<file path="config.mk">
export PLATFORM = sky130hd
export DESIGN_NAME = tcp_timer
export DESIGN_NICKNAME = d
export VERILOG_FILES = /design/src/shared/tcp_pkg.sv /design/src/rtl/tcp_timer.sv
export SDC_FILE = /design/constraint.sdc
export NUM_CORES = 1
export LEC_CHECK = 0
export BUFFER_PORTS_ARGS = -buffer_cell sky130_fd_sc_hd__buf_2
export CORE_MARGIN = 2
export CORE_UTILIZATION = 35
export CTS_BUF_LIST = sky130_fd_sc_hd__clkbuf_4 sky130_fd_sc_hd__clkbuf_8
export DETAILED_ROUTE_END_ITERATION = 16
export PLACE_DENSITY = 0.63
export SLEW_MARGIN = 0
export SYNTH_ARGS = -nofsm -noshare
export SYNTH_HDL_FRONTEND = slang
export SYNTH_SLANG_ARGS = --single-unit
</file>
<file path="constraint.sdc">
create_clock -name aclk -period 2.67 [get_ports aclk]
set_input_delay 0.267 -clock aclk [delete_from_list [all_inputs] [get_ports aclk]]
set_output_delay 0.267 -clock aclk [all_outputs]
set_load 0.005 [all_outputs]
</file>
<file path="src/shared/tcp_pkg.sv">
// package: register map, field positions and reset values of the timer compare pulse block
package tcp_pkg;
    // register byte offsets on the axi4-lite bus
    localparam logic [7:0] MODE_OFS = 8'h00;      // timer_mode_control
    localparam logic [7:0] COUNT_OFS = 8'h04;     // count_register, read only
    localparam logic [7:0] PERIOD_OFS = 8'h08;    // period_compare
    localparam logic [7:0] DUTY_OFS = 8'h0c;      // duty_compare
    localparam logic [7:0] OUTCTL_OFS = 8'h10;    // output control
    localparam logic [7:0] IRQ_OFS = 8'h14;       // match flags and masks
    // timer_mode_control fields
    localparam int RUN_LO_BIT = 2;                // run_mode_bit_low
    localparam int RUN_HI_BIT = 3;                // run_mode_bit_high
    localparam int OVF_BIT = 0;                   // overflow_flag
    // output control fields
    localparam int TOGGLE_EN_BIT = 0;             // duty_match_toggle_enable
    localparam int LVL_RESET_BIT = 1;             // output_level_reset
    localparam int LVL_SET_BIT = 2;               // output_level_set
    localparam int PERIOD_TOGGLE_BIT = 3;         // toggle on period match
    // irq register fields
    localparam int PERIOD_FLAG_BIT = 0;
    localparam int DUTY_FLAG_BIT = 1;
    localparam int PERIOD_MASK_BIT = 8;
    localparam int DUTY_MASK_BIT = 9;             // duty_irq_mask
    // reset values
    localparam logic [7:0] MODE_RST = 8'h00;
    localparam logic [15:0] PERIOD_RST = 16'hffff;
    localparam logic [15:0] DUTY_RST = 16'h0000;
    localparam logic [3:0] OUTCTL_RST = 4'h0;
    localparam logic [1:0] MASK_RST = 2'h3;
    // axi response codes
    localparam logic [1:0] RESP_OKAY = 2'h0;
    localparam logic [1:0] RESP_SLVERR = 2'h2;
    // match event carrier
    typedef struct packed {
        logic period_hit;   // count equals period_compare
        logic duty_hit;     // count equals duty_compare
    } tcp_match_s;
endpackage : tcp_pkg

</file>
<file path="src/rtl/tcp_timer.sv">
// design: one 16-bit timer channel with compare match, pulse output and axi4-lite registers
module tcp_timer #(
    parameter int CNT_W = 16
) (
    input wire logic aclk,
    input wire logic aresetn,
    input wire logic count_en,
    input wire logic [7:0] s_axi_awaddr,
    input wire logic s_axi_awvalid,
    output logic s_axi_awready,
    input wire logic [31:0] s_axi_wdata,
    input wire logic [3:0] s_axi_wstrb,
    input wire logic s_axi_wvalid,
    output logic s_axi_wready,
    output logic [1:0] s_axi_bresp,
    output logic s_axi_bvalid,
    input wire logic s_axi_bready,
    input wire logic [7:0] s_axi_araddr,
    input wire logic s_axi_arvalid,
    output logic s_axi_arready,
    output logic [31:0] s_axi_rdata,
    output logic [1:0] s_axi_rresp,
    output logic s_axi_rvalid,
    input wire logic s_axi_rready,
    output logic timer_output_pin,
    output logic period_match_irq,
    output logic duty_match_irq
);
    // elaboration check: compare registers are 16 bits on the bus
    if (CNT_W != 16) begin : g_width_chk
        $error("tcp_timer supports CNT_W = 16 only");
    end

    ////////////////////////////////////////////////////////////////////////////////
    // declarations
    logic [7:0] timer_mode_control;         // mode, run bits, overflow
    logic [CNT_W-1:0] count_register;       // live count
    logic [CNT_W-1:0] period_compare;       // clears count on match
    logic [CNT_W-1:0] duty_compare;         // toggles output on match
    logic [3:0] out_ctl;                    // toggle enables and level bits
    logic [1:0] irq_flag;                   // sticky match flags
    logic [1:0] irq_mask;                   // masks, 1 = masked
    logic running;                          // run bits nonzero
    tcp_pkg::tcp_match_s hit;               // match events this tick
    logic aw_held;                          // write address captured
    logic w_held;                           // write data captured
    logic [7:0] aw_addr;
    logic [31:0] w_data;
    logic [3:0] w_strb;
    logic wr_fire;                          // both halves present
    logic [7:0] wr_byte0;                   // merged low byte for mode

    ////////////////////////////////////////////////////////////////////////////////
    // run decode and matches
    assign running = timer_mode_control[tcp_pkg::RUN_HI_BIT]
        | timer_mode_control[tcp_pkg::RUN_LO_BIT];
    assign hit.period_hit = running && count_en
        && (count_register == period_compare);
    assign hit.duty_hit = running && count_en
        && (count_register == duty_compare);

    ////////////////////////////////////////////////////////////////////////////////
    // write channels: address and data taken in either order
    assign s_axi_awready = !aw_held && !s_axi_bvalid;
    assign s_axi_wready = !w_held && !s_axi_bvalid;
    assign wr_fire = aw_held && w_held && !s_axi_bvalid;
    assign wr_byte0 = w_strb[0] ? w_data[7:0] : timer_mode_control;

    // capture write address and data, then respond
    always_ff @(posedge aclk)
    begin
        if (!aresetn)
        begin
            aw_held <= 1'b0;
            w_held <= 1'b0;
            aw_addr <= 8'h00;
            w_data <= 32'h0000_0000;
            w_strb <= 4'h0;
            s_axi_bvalid <= 1'b0;
            s_axi_bresp <= tcp_pkg::RESP_OKAY;
        end
        else
        begin
            if (s_axi_awvalid && s_axi_awready)
            begin
                aw_held <= 1'b1;
                aw_addr <= s_axi_awaddr;
            end
            if (s_axi_wvalid && s_axi_wready)
            begin
                w_held <= 1'b1;
                w_data <= s_axi_wdata;
                w_strb <= s_axi_wstrb;
            end
            if (wr_fire)
            begin
                // response follows both halves
                aw_held <= 1'b0;
                w_held <= 1'b0;
                s_axi_bvalid <= 1'b1;
                unique case (aw_addr)
                    tcp_pkg::MODE_OFS, tcp_pkg::COUNT_OFS, tcp_pkg::PERIOD_OFS,
                    tcp_pkg::DUTY_OFS, tcp_pkg::OUTCTL_OFS, tcp_pkg::IRQ_OFS:
                        s_axi_bresp <= tcp_pkg::RESP_OKAY;
                    default:
                        s_axi_bresp <= tcp_pkg::RESP_SLVERR;
                endcase
            end
            else if (s_axi_bvalid && s_axi_bready)
                s_axi_bvalid <= 1'b0;
        end
    end

    ////////////////////////////////////////////////////////////////////////////////
    // mode register: software writes, overflow set by hardware
    always_ff @(posedge aclk)
    begin
        if (!aresetn)
            timer_mode_control <= tcp_pkg::MODE_RST;
        else
        begin
            if (wr_fire && aw_addr == tcp_pkg::MODE_OFS)
                timer_mode_control <= wr_byte0;
            // overflow: count wraps past all ones; set wins over clear
            if (running && count_en && !hit.period_hit && &count_register)
                timer_mode_control[tcp_pkg::OVF_BIT] <= 1'b1;
        end
    end

    ////////////////////////////////////////////////////////////////////////////////
    // compare and output control registers
    always_ff @(posedge aclk)
    begin
        if (!aresetn)
        begin
            period_compare <= tcp_pkg::PERIOD_RST;
            duty_compare <= tcp_pkg::DUTY_RST;
            out_ctl <= tcp_pkg::OUTCTL_RST;
            irq_mask <= tcp_pkg::MASK_RST;
        end
        else if (wr_fire)
        begin
            if (aw_addr == tcp_pkg::PERIOD_OFS)
            begin
                if (w_strb[0]) period_compare[7:0] <= w_data[7:0];
                if (w_strb[1]) period_compare[15:8] <= w_data[15:8];
            end
            if (aw_addr == tcp_pkg::DUTY_OFS)
            begin
                if (w_strb[0]) duty_compare[7:0] <= w_data[7:0];
                if (w_strb[1]) duty_compare[15:8] <= w_data[15:8];
            end
            if (aw_addr == tcp_pkg::OUTCTL_OFS && w_strb[0])
                out_ctl <= w_data[3:0];
            if (aw_addr == tcp_pkg::IRQ_OFS && w_strb[1])
                irq_mask <= w_data[tcp_pkg::DUTY_MASK_BIT:tcp_pkg::PERIOD_MASK_BIT];
        end
    end

    ////////////////////////////////////////////////////////////////////////////////
    // counter: runs while run bits nonzero, cleared on period match
    always_ff @(posedge aclk)
    begin
        if (!aresetn)
            count_register <= '0;
        else if (!running)
            count_register <= '0;
        else if (count_en)
        begin
            if (hit.period_hit)
                count_register <= '0;
            else
                count_register <= count_register + 16'h0001;
        end
    end

    ////////////////////////////////////////////////////////////////////////////////
    // sticky match flags: write one to clear, a new match wins
    always_ff @(posedge aclk)
    begin
        if (!aresetn)
            irq_flag <= 2'h0;
        else
        begin
            for (int i = 0; i < 2; i++)
            begin
                if ((i == 0) ? hit.period_hit : hit.duty_hit)
                    irq_flag[i] <= 1'b1;
                else if (wr_fire && aw_addr == tcp_pkg::IRQ_OFS && w_strb[0] && w_data[i])
                    irq_flag[i] <= 1'b0;
            end
        end
    end

    assign period_match_irq = irq_flag[tcp_pkg::PERIOD_FLAG_BIT] & !irq_mask[0];
    assign duty_match_irq = irq_flag[tcp_pkg::DUTY_FLAG_BIT] & !irq_mask[1];

    ////////////////////////////////////////////////////////////////////////////////
    // timer output: toggles on matches while running, level bits while stopped
    always_ff @(posedge aclk)
    begin
        if (!aresetn)
            timer_output_pin <= 1'b0;
        else if (running)
        begin
            if ((hit.duty_hit && out_ctl[tcp_pkg::TOGGLE_EN_BIT])
                ^ (hit.period_hit && out_ctl[tcp_pkg::PERIOD_TOGGLE_BIT]))
                timer_output_pin <= !timer_output_pin;
        end
        else if (out_ctl[tcp_pkg::LVL_SET_BIT] && !out_ctl[tcp_pkg::LVL_RESET_BIT])
            timer_output_pin <= 1'b1;
        else if (!out_ctl[tcp_pkg::LVL_SET_BIT] && out_ctl[tcp_pkg::LVL_RESET_BIT])
            timer_output_pin <= 1'b0;
    end

    ////////////////////////////////////////////////////////////////////////////////
    // read channel: one read at a time, data from flip-flops
    assign s_axi_arready = !s_axi_rvalid;

    always_ff @(posedge aclk)
    begin
        if (!aresetn)
        begin
            s_axi_rvalid <= 1'b0;
            s_axi_rdata <= 32'h0000_0000;
            s_axi_rresp <= tcp_pkg::RESP_OKAY;
        end
        else if (s_axi_arvalid && s_axi_arready)
        begin
            s_axi_rvalid <= 1'b1;
            s_axi_rresp <= tcp_pkg::RESP_OKAY;
            unique case (s_axi_araddr)
                tcp_pkg::MODE_OFS: s_axi_rdata <= {24'h000000, timer_mode_control};
                tcp_pkg::COUNT_OFS: s_axi_rdata <= {16'h0000, count_register};
                tcp_pkg::PERIOD_OFS: s_axi_rdata <= {16'h0000, period_compare};
                tcp_pkg::DUTY_OFS: s_axi_rdata <= {16'h0000, duty_compare};
                tcp_pkg::OUTCTL_OFS: s_axi_rdata <= {28'h0000000, out_ctl};
                tcp_pkg::IRQ_OFS: s_axi_rdata <= {22'h000000, irq_mask, 6'h00, irq_flag};
                default:
                begin
                    s_axi_rdata <= 32'h0000_0000;
                    s_axi_rresp <= tcp_pkg::RESP_SLVERR;
                end
            endcase
        end
        else if (s_axi_rvalid && s_axi_rready)
            s_axi_rvalid <= 1'b0;
    end

    ////////////////////////////////////////////////////////////////////////////////
    // assertions
    stop_clears_a: assert property (@(posedge aclk) disable iff (!aresetn)
        !running |=> count_register == '0)
        else $error("count not zero while stopped");
    period_clear_a: assert property (@(posedge aclk) disable iff (!aresetn)
        hit.period_hit |=> count_register == '0 && irq_flag[0])
        else $error("period match did not clear count or set flag");
    duty_run_a: assert property (@(posedge aclk) disable iff (!aresetn)
        hit.duty_hit && !hit.period_hit |=> irq_flag[1]
        && count_register == $past(count_register) + 16'h0001)
        else $error("duty match misbehaved");
    toggle_hold_a: assert property (@(posedge aclk) disable iff (!aresetn)
        running && !out_ctl[0] && !out_ctl[3] |=> $stable(timer_output_pin))
        else $error("output changed with toggling off");
    pulse_toggle_a: assert property (@(posedge aclk) disable iff (!aresetn)
        running && hit.duty_hit && out_ctl[0] && !hit.period_hit
        |=> timer_output_pin != $past(timer_output_pin))
        else $error("output did not toggle on duty match");
    level_set_a: assert property (@(posedge aclk) disable iff (!aresetn)
        !running && out_ctl[2:1] == 2'h2 |=> timer_output_pin)
        else $error("level set did not drive high");
    level_clr_a: assert property (@(posedge aclk) disable iff (!aresetn)
        !running && out_ctl[2:1] == 2'h1 |=> !timer_output_pin)
        else $error("level reset did not drive low");
    mode_reset_a: assert property (@(posedge aclk)
        !aresetn |=> timer_mode_control == tcp_pkg::MODE_RST)
        else $error("mode register not cleared by reset");
    read_answer_a: assert property (@(posedge aclk) disable iff (!aresetn)
        s_axi_arvalid && s_axi_arready |=> s_axi_rvalid)
        else $error("read not answered next cycle");
    period_cov_c: cover property (@(posedge aclk) disable iff (!aresetn) hit.period_hit);
    duty_cov_c: cover property (@(posedge aclk) disable iff (!aresetn) hit.duty_hit && out_ctl[0]);
    ovf_cov_c: cover property (@(posedge aclk) disable iff (!aresetn) timer_mode_control[0]);
endmodule : tcp_timer

</file>
==> impl_metrics.toml, run 1 <==
[run_status]
status = "finished clean"

[min_path]
min_path_type = "in -> reg"

[synth]
ys.flop_type = "dfxtp_1"
yosys.area.top_type = "dfxtp_1"
synth_area_sq_um = 5430
seq_area_frac_synth = 0.417
yosys.area.top_type_share = 0.417
syn_avg_cell_area_sq_um = 9.01
ys_warn_count = 0
postSynth.asyncResetShare = 0
synth_edf_count = 0
synthTopCellsByArea = "dfxtp_1, nand2_1, xor2_1"
synth-seq-cells = 113
syn_inst = 603
synthDistinctLibCells = 48

[detailed_routing]
dr_total_vias = 4278
viasPerCell = 4.96
wl_per_cell_microns = 15.9
post-route-drc-count = 0
drt_pass1_iterations = 4
final_antenna_net_count = 0
drtIter0Drc = 261
wl_microns = 13700

[grt]
grt_antenna_before_repair = 0
grt_overflow = 0
first_global_vias = 4219
grt_pass1_wl_microns = 22200
grtUsageTotal = 0.175
grt_max_degree = 75

[sta]
finalSetupViolCount = 0
rsz0062_at_grt = "no"
tns_ps = 0
fmax_mhz = 466
slew_violations = 0
relSlewSlack = 0.550
hold_viol = 0
fin_crit_sh = 0.803
tightest_slew_ps = 675
fin_skew_ps = 7.49
min_period_ps = 2140

[power]
powerDensity_nw_per_um2 = 604
vdd_drop_max_mv = 0.306
leakage_nw = 2.76

[floorplanning]
rows = 45
core_area_sq_um = 15200
initial_utilization = 0.357
die_y_microns = 129
io_pins = 104
fp.dieW_microns = 129
die-area_sq_um = 16500

[finish]
nNetsFinal = 723
n_antenna_cell = 0
areaGrowthSynthToFinish_pct = 16.0
final_util = 0.414
drive_gt1_frac = 0.200

[clocking]
post_cts_buffers = 0
postCtsHoldBufs = 0
cts_tree = "yes"
path_clk_slew_ps = 70
cts.sinks = 113
cts_root_buffer = "clkbuf_8"
cts_resized = 0
cts_buffers = 17
cts_buffer_depth = 2
clock_latency_ps = 440
htree_levels = 4

[worst_setup_path]
crit_type = "reg -> reg"
start_kind = "register"
required_ps = 2990
cp.arrival_ps = 2460
crit_path_end_kind = "register"
crit_fanout = 6

[run]
drv_cap = 0

[place]
io_buffers = 67
globalplace.congestion = 0.902
dp_hpwl_microns = 10200
## metrics by stage
step	instances	cell area [sq um]	total power, mW	hold slack [ps]	setup slack, ps
floorplan	620	5490	1.97	405	828
global placement	831	5850	2.04	451	607
detailed placement	831	5850	2.05	464	563
CTS	862	6300	3.84	47.5	546
global route	862	6300	3.95	57.8	391
finish	862	6300	3.80	69.8	526
## registers in the layout, indices dropped and copies added, names as in the netlist
| register | flops |
|---|---|
| w_strb | 2 |
| out_ctl | 4 |
| w_data | 16 |
| aw_addr | 8 |
| s_axi_rvalid | 1 |
| count_register | 16 |
| irq_mask | 2 |
| timer_mode_control | 8 |
| duty_compare | 16 |
| timer_output_pin | 1 |
| w_held | 1 |
| s_axi_rresp | 1 |
| aw_held | 1 |
| s_axi_bvalid | 1 |
| s_axi_rdata | 16 |
| irq_flag | 2 |
| period_compare | 16 |
| s_axi_bresp | 1 |
## power by group
part / internal, mW / switching [mW]
logic: 0.107 / 0.139
clock network: 1.11 / 0.691
registers: 1.72 / 0.0370
total: 2.94 / 0.867
## kinds of logic after synthesis
family | Yosys count | synth area share
compound gates | 76 | 0.0984
xor+xnor | 46 | 0.0742
fa+ha+maj | 1 | 0.00230
buf+inv | 61 | 0.0606
flops | 113 | 0.417
mux | 53 | 0.119
other cells | 1 | 0.000691
simple gates | 252 | 0.229
## cell usage after synthesis (all sizes together), types with 2 or more instances
cell type  instances
a21boi            34
a21oi              4
a221oi             2
a22oi             16
and2               9
and3               5
buf               25
clkbuf            29
dfxtp            113
inv                6
mux2              11
mux2i             34
mux4               8
nand2            100
nand3             33
nand3b             3
nand4              7
nor2              35
nor2b             36
nor3               6
nor3b              4
nor4               9
o21a               2
o21ai             13
xnor2              6
xor2              40
## worst max-delay path, cell delays in order (launching register included)
cell	delay, ps
dfxtp_1	490
xor2_1	110
nor4_1	530
nand4_1	150
buf_4	210
nor3_1	240
o211ai_1	140
nor3b_1	150
## cell usage in the layout, fill, tap and decap left out, drive strengths merged, types with 2 or more instances in the layout
cell    instances
dfxtp         113
nand2         100
buf            78
xor2           40
nor2b          36
nor2           35
a21boi         34
mux2i          34
nand3          33
clkbuf         21
conb           18
a22oi          16
o21ai          13
mux2           11
and2            9
nor4            9
mux4            8
nand4           7
inv             6
nor3            6
xnor2           6
and3            5
clkinv          5
nor3b           4
a21oi           4
bufinv          4
nand3b          3
a221oi          2
o21a            2
## per-layer routing
metal	track usage	share of wire	up-vias
met3	0.0412	0.054	24
li1	-	-	2139
met4	0.0767	0.028	0
met1	0.236	0.48	1991
met5	0	0	-
met2	0.270	0.44	124
## final timing paths
kind                                                 endpoint  slack (ps)  cells past startpoint                            from
worst max register to register  timer_output_pin$_SDFFE_PN0P_         530                      7  count_register[5]$_SDFFE_PN0P_
worst min register to register        aw_addr[1]$_SDFFE_PN0P_         470                      2         aw_addr[1]$_SDFFE_PN0P_
worst min-delay path                  w_data[13]$_SDFFE_PN0P_          70                      3                 s_axi_wdata[13]
worst max-delay path            timer_output_pin$_SDFFE_PN0P_         530                      7  count_register[5]$_SDFFE_PN0P_
## cell type report
cell class | count | area, sq um
multi-input cells | 446 | 2900
fillers | 1507 | 8900
repair buffers | 78 | 430
well taps | 188 | 235
clock buffers | 21 | 289
clock inverters | 10 | 156
flip-flops and latches | 113 | 2260
inverters | 6 | 22.5
Power figures use the tool's default switching activity.
==> inputs of run 2 (changes only) <==
Clock period 2.67 ns to 2 ns, I/O delays scaled along.
==> impl_metrics.toml, run 2 (synthesis gave the netlist of run 1 again) <==
[finish]
nNetsFinal = 774
areaGrowthSynthToFinish_pct = 25.2
layout_commonest_cell = "dfxtp_1"
regArea_sq_um = 2260
multi_input_area_sq_um = 2920
drive_gt1_frac = 0.230
n_antenna_cell = 0
final_cell_mix = "dfxtp_1, nand2_1, buf_2"
final_util = 0.447
fillers = 1476
final_cell_area_sq_um = 6800

[min_path]
min_path_type = "in -> reg"
whs_path_depth = 3

[detailed_routing]
final_antenna_net_count = 0
drt_pass1_iterations = 4
wl_microns = 13900
dr_total_vias = 4499
post-route-drc-count = 0
drtIter0Drc = 333
viasPerCell = 4.92
wl_per_cell_microns = 15.2

[sta]
tightest_slew_ps = 655
finalSetupViolCount = 0
setup_ws_ps = 55.5
min_period_ps = 1940
rsz0062_at_grt = "yes"
fin_crit_sh = 0.972
fin_skew_ps = 16.4
fmax_mhz = 514
relSlewSlack = 0.563
hold_viol = 0
slew_violations = 0

[worst_setup_path]
crit_type = "reg -> reg"
cp.arrival_ps = 2240
crit_fanout = 8
start_kind = "register"
required_ps = 2290
reg2regPathDepth = 7
crit_path_end_kind = "register"

[floorplanning]
initial_utilization = 0.357
fp.dieW_microns = 129
die_y_microns = 129
rows = 45
die-area_sq_um = 16500
core_area_sq_um = 15200
io_pins = 104

[place]
globalplace.congestion = 0.918
io_buffers = 67
pre_cts_ws_ps = 7.72
placed_cell_area_sq_um = 6070
dp_hpwl_microns = 10600

[power]
p_int_mw = 4.10
p_switching_mw = 1.14
powerDensity_nw_per_um2 = 772
leakage_nw = 3.03
clkPwrFrac = 0.482
vdd_drop_max_mv = 0.352
p_sw_frac = 0.218
power_frac_comb = 0.070
seqPwrFrac = 0.448

[clocking]
cts.sinks = 113
cts_buffers = 17
cts_root_buffer = "clkbuf_8"
cts_tree = "yes"
cts_buffer_depth = 2
clock_latency_ps = 440
htree_levels = 4
path_clk_slew_ps = 60

[grt]
grt_max_degree = 51
grt_antenna_before_repair = 0
grt_overflow = 0
grtUsageTotal = 0.173
grt_pass1_wl_microns = 22000
first_global_vias = 4264

[run]
drv_cap = 0

[run_status]
status = "finished clean"
==> run 2: cell count changes in the layout (fill, tap and decap cells not counted), sizes merged <==
| cell | before | now |
|---|---|---|
| bufinv | 4 | 5 |
| dlygate4sd3 | 0 | 21 |
| clkbuf | 21 | 22 |
| clkinvlp | 1 | 0 |
| buf | 78 | 108 |
==> run 2: power by group through the flow <==
stage / Clock (mW) / Combinational, mW / Sequential, mW
after floorplan: 0 / 0.247 / 2.39
after global placement: 0 / 0.327 / 2.40
after detailed placement: 0 / 0.335 / 2.40
after CTS: 2.59 / 0.368 / 2.35
after global routing: 2.69 / 0.414 / 2.36
final: 2.53 / 0.369 / 2.35
==> run 2: layout make-up <==
type | instances | share of cell area
multi-input combinational | 446 | 0.429
sequential | 113 | 0.333
timing repair buffer | 129 | 0.130
clock buffer | 22 | 0.0436
tap | 188 | 0.0346
clock inverter | 10 | 0.0263
inverter | 6 | 0.00331
==> run 2: metal layers <==
| metal | wire, microns | GRT usage | part of all wire |
|---|---|---|---|
| met1 | 6780 | 0.233 | 0.49 |
| met2 | 6230 | 0.268 | 0.45 |
| met3 | 734 | 0.0486 | 0.053 |
| met4 | 144 | 0.0556 | 0.010 |
| met5 | 0 | 0 | 0 |
==> run 2: worst max-delay path, stage by stage (launching register included) <==
cell	delay [ps]
dfxtp_2	320
or4_4	550
nor4_4	160
and2_4	240
buf_6	110
nand3b_4	160
mux2i_1	200
nand2_1	70
==> run 2: through the flow <==
stage | hold slack [ps] | TNS, ps | cells | power, mW
global placement | 448 | 0 | 860 | 2.72
CTS | 0.0539 | 0 | 913 | 5.31
detailed placement | 451 | 0 | 860 | 2.74
finish | 27.2 | 0 | 914 | 5.25
floorplan | 338 | 0 | 620 | 2.63
global route | 4.61 | -959 | 914 | 5.46
==> run 2: timing repair <==
action | 4_1_cts | 5_1_grt
hold buffers | 21 | 0
hold endpoints to repair | 20 | 0
gates resized for setup | 0 | 4
setup buffers | 0 | 1
setup endpoints to repair | 0 | 24
==> run 2: worst paths after layout <==
path / end / start / slack [ps]
max: period_compare[12]$_SDFFE_PN1P_ / aw_addr[1]$_SDFFE_PN0P_ / 60
min: aw_addr[4]$_SDFFE_PN0P_ / s_axi_awaddr[4] / 30
max reg2reg: period_compare[12]$_SDFFE_PN1P_ / aw_addr[1]$_SDFFE_PN0P_ / 60
min reg2reg: aw_addr[1]$_SDFFE_PN0P_ / aw_addr[1]$_SDFFE_PN0P_ / 470
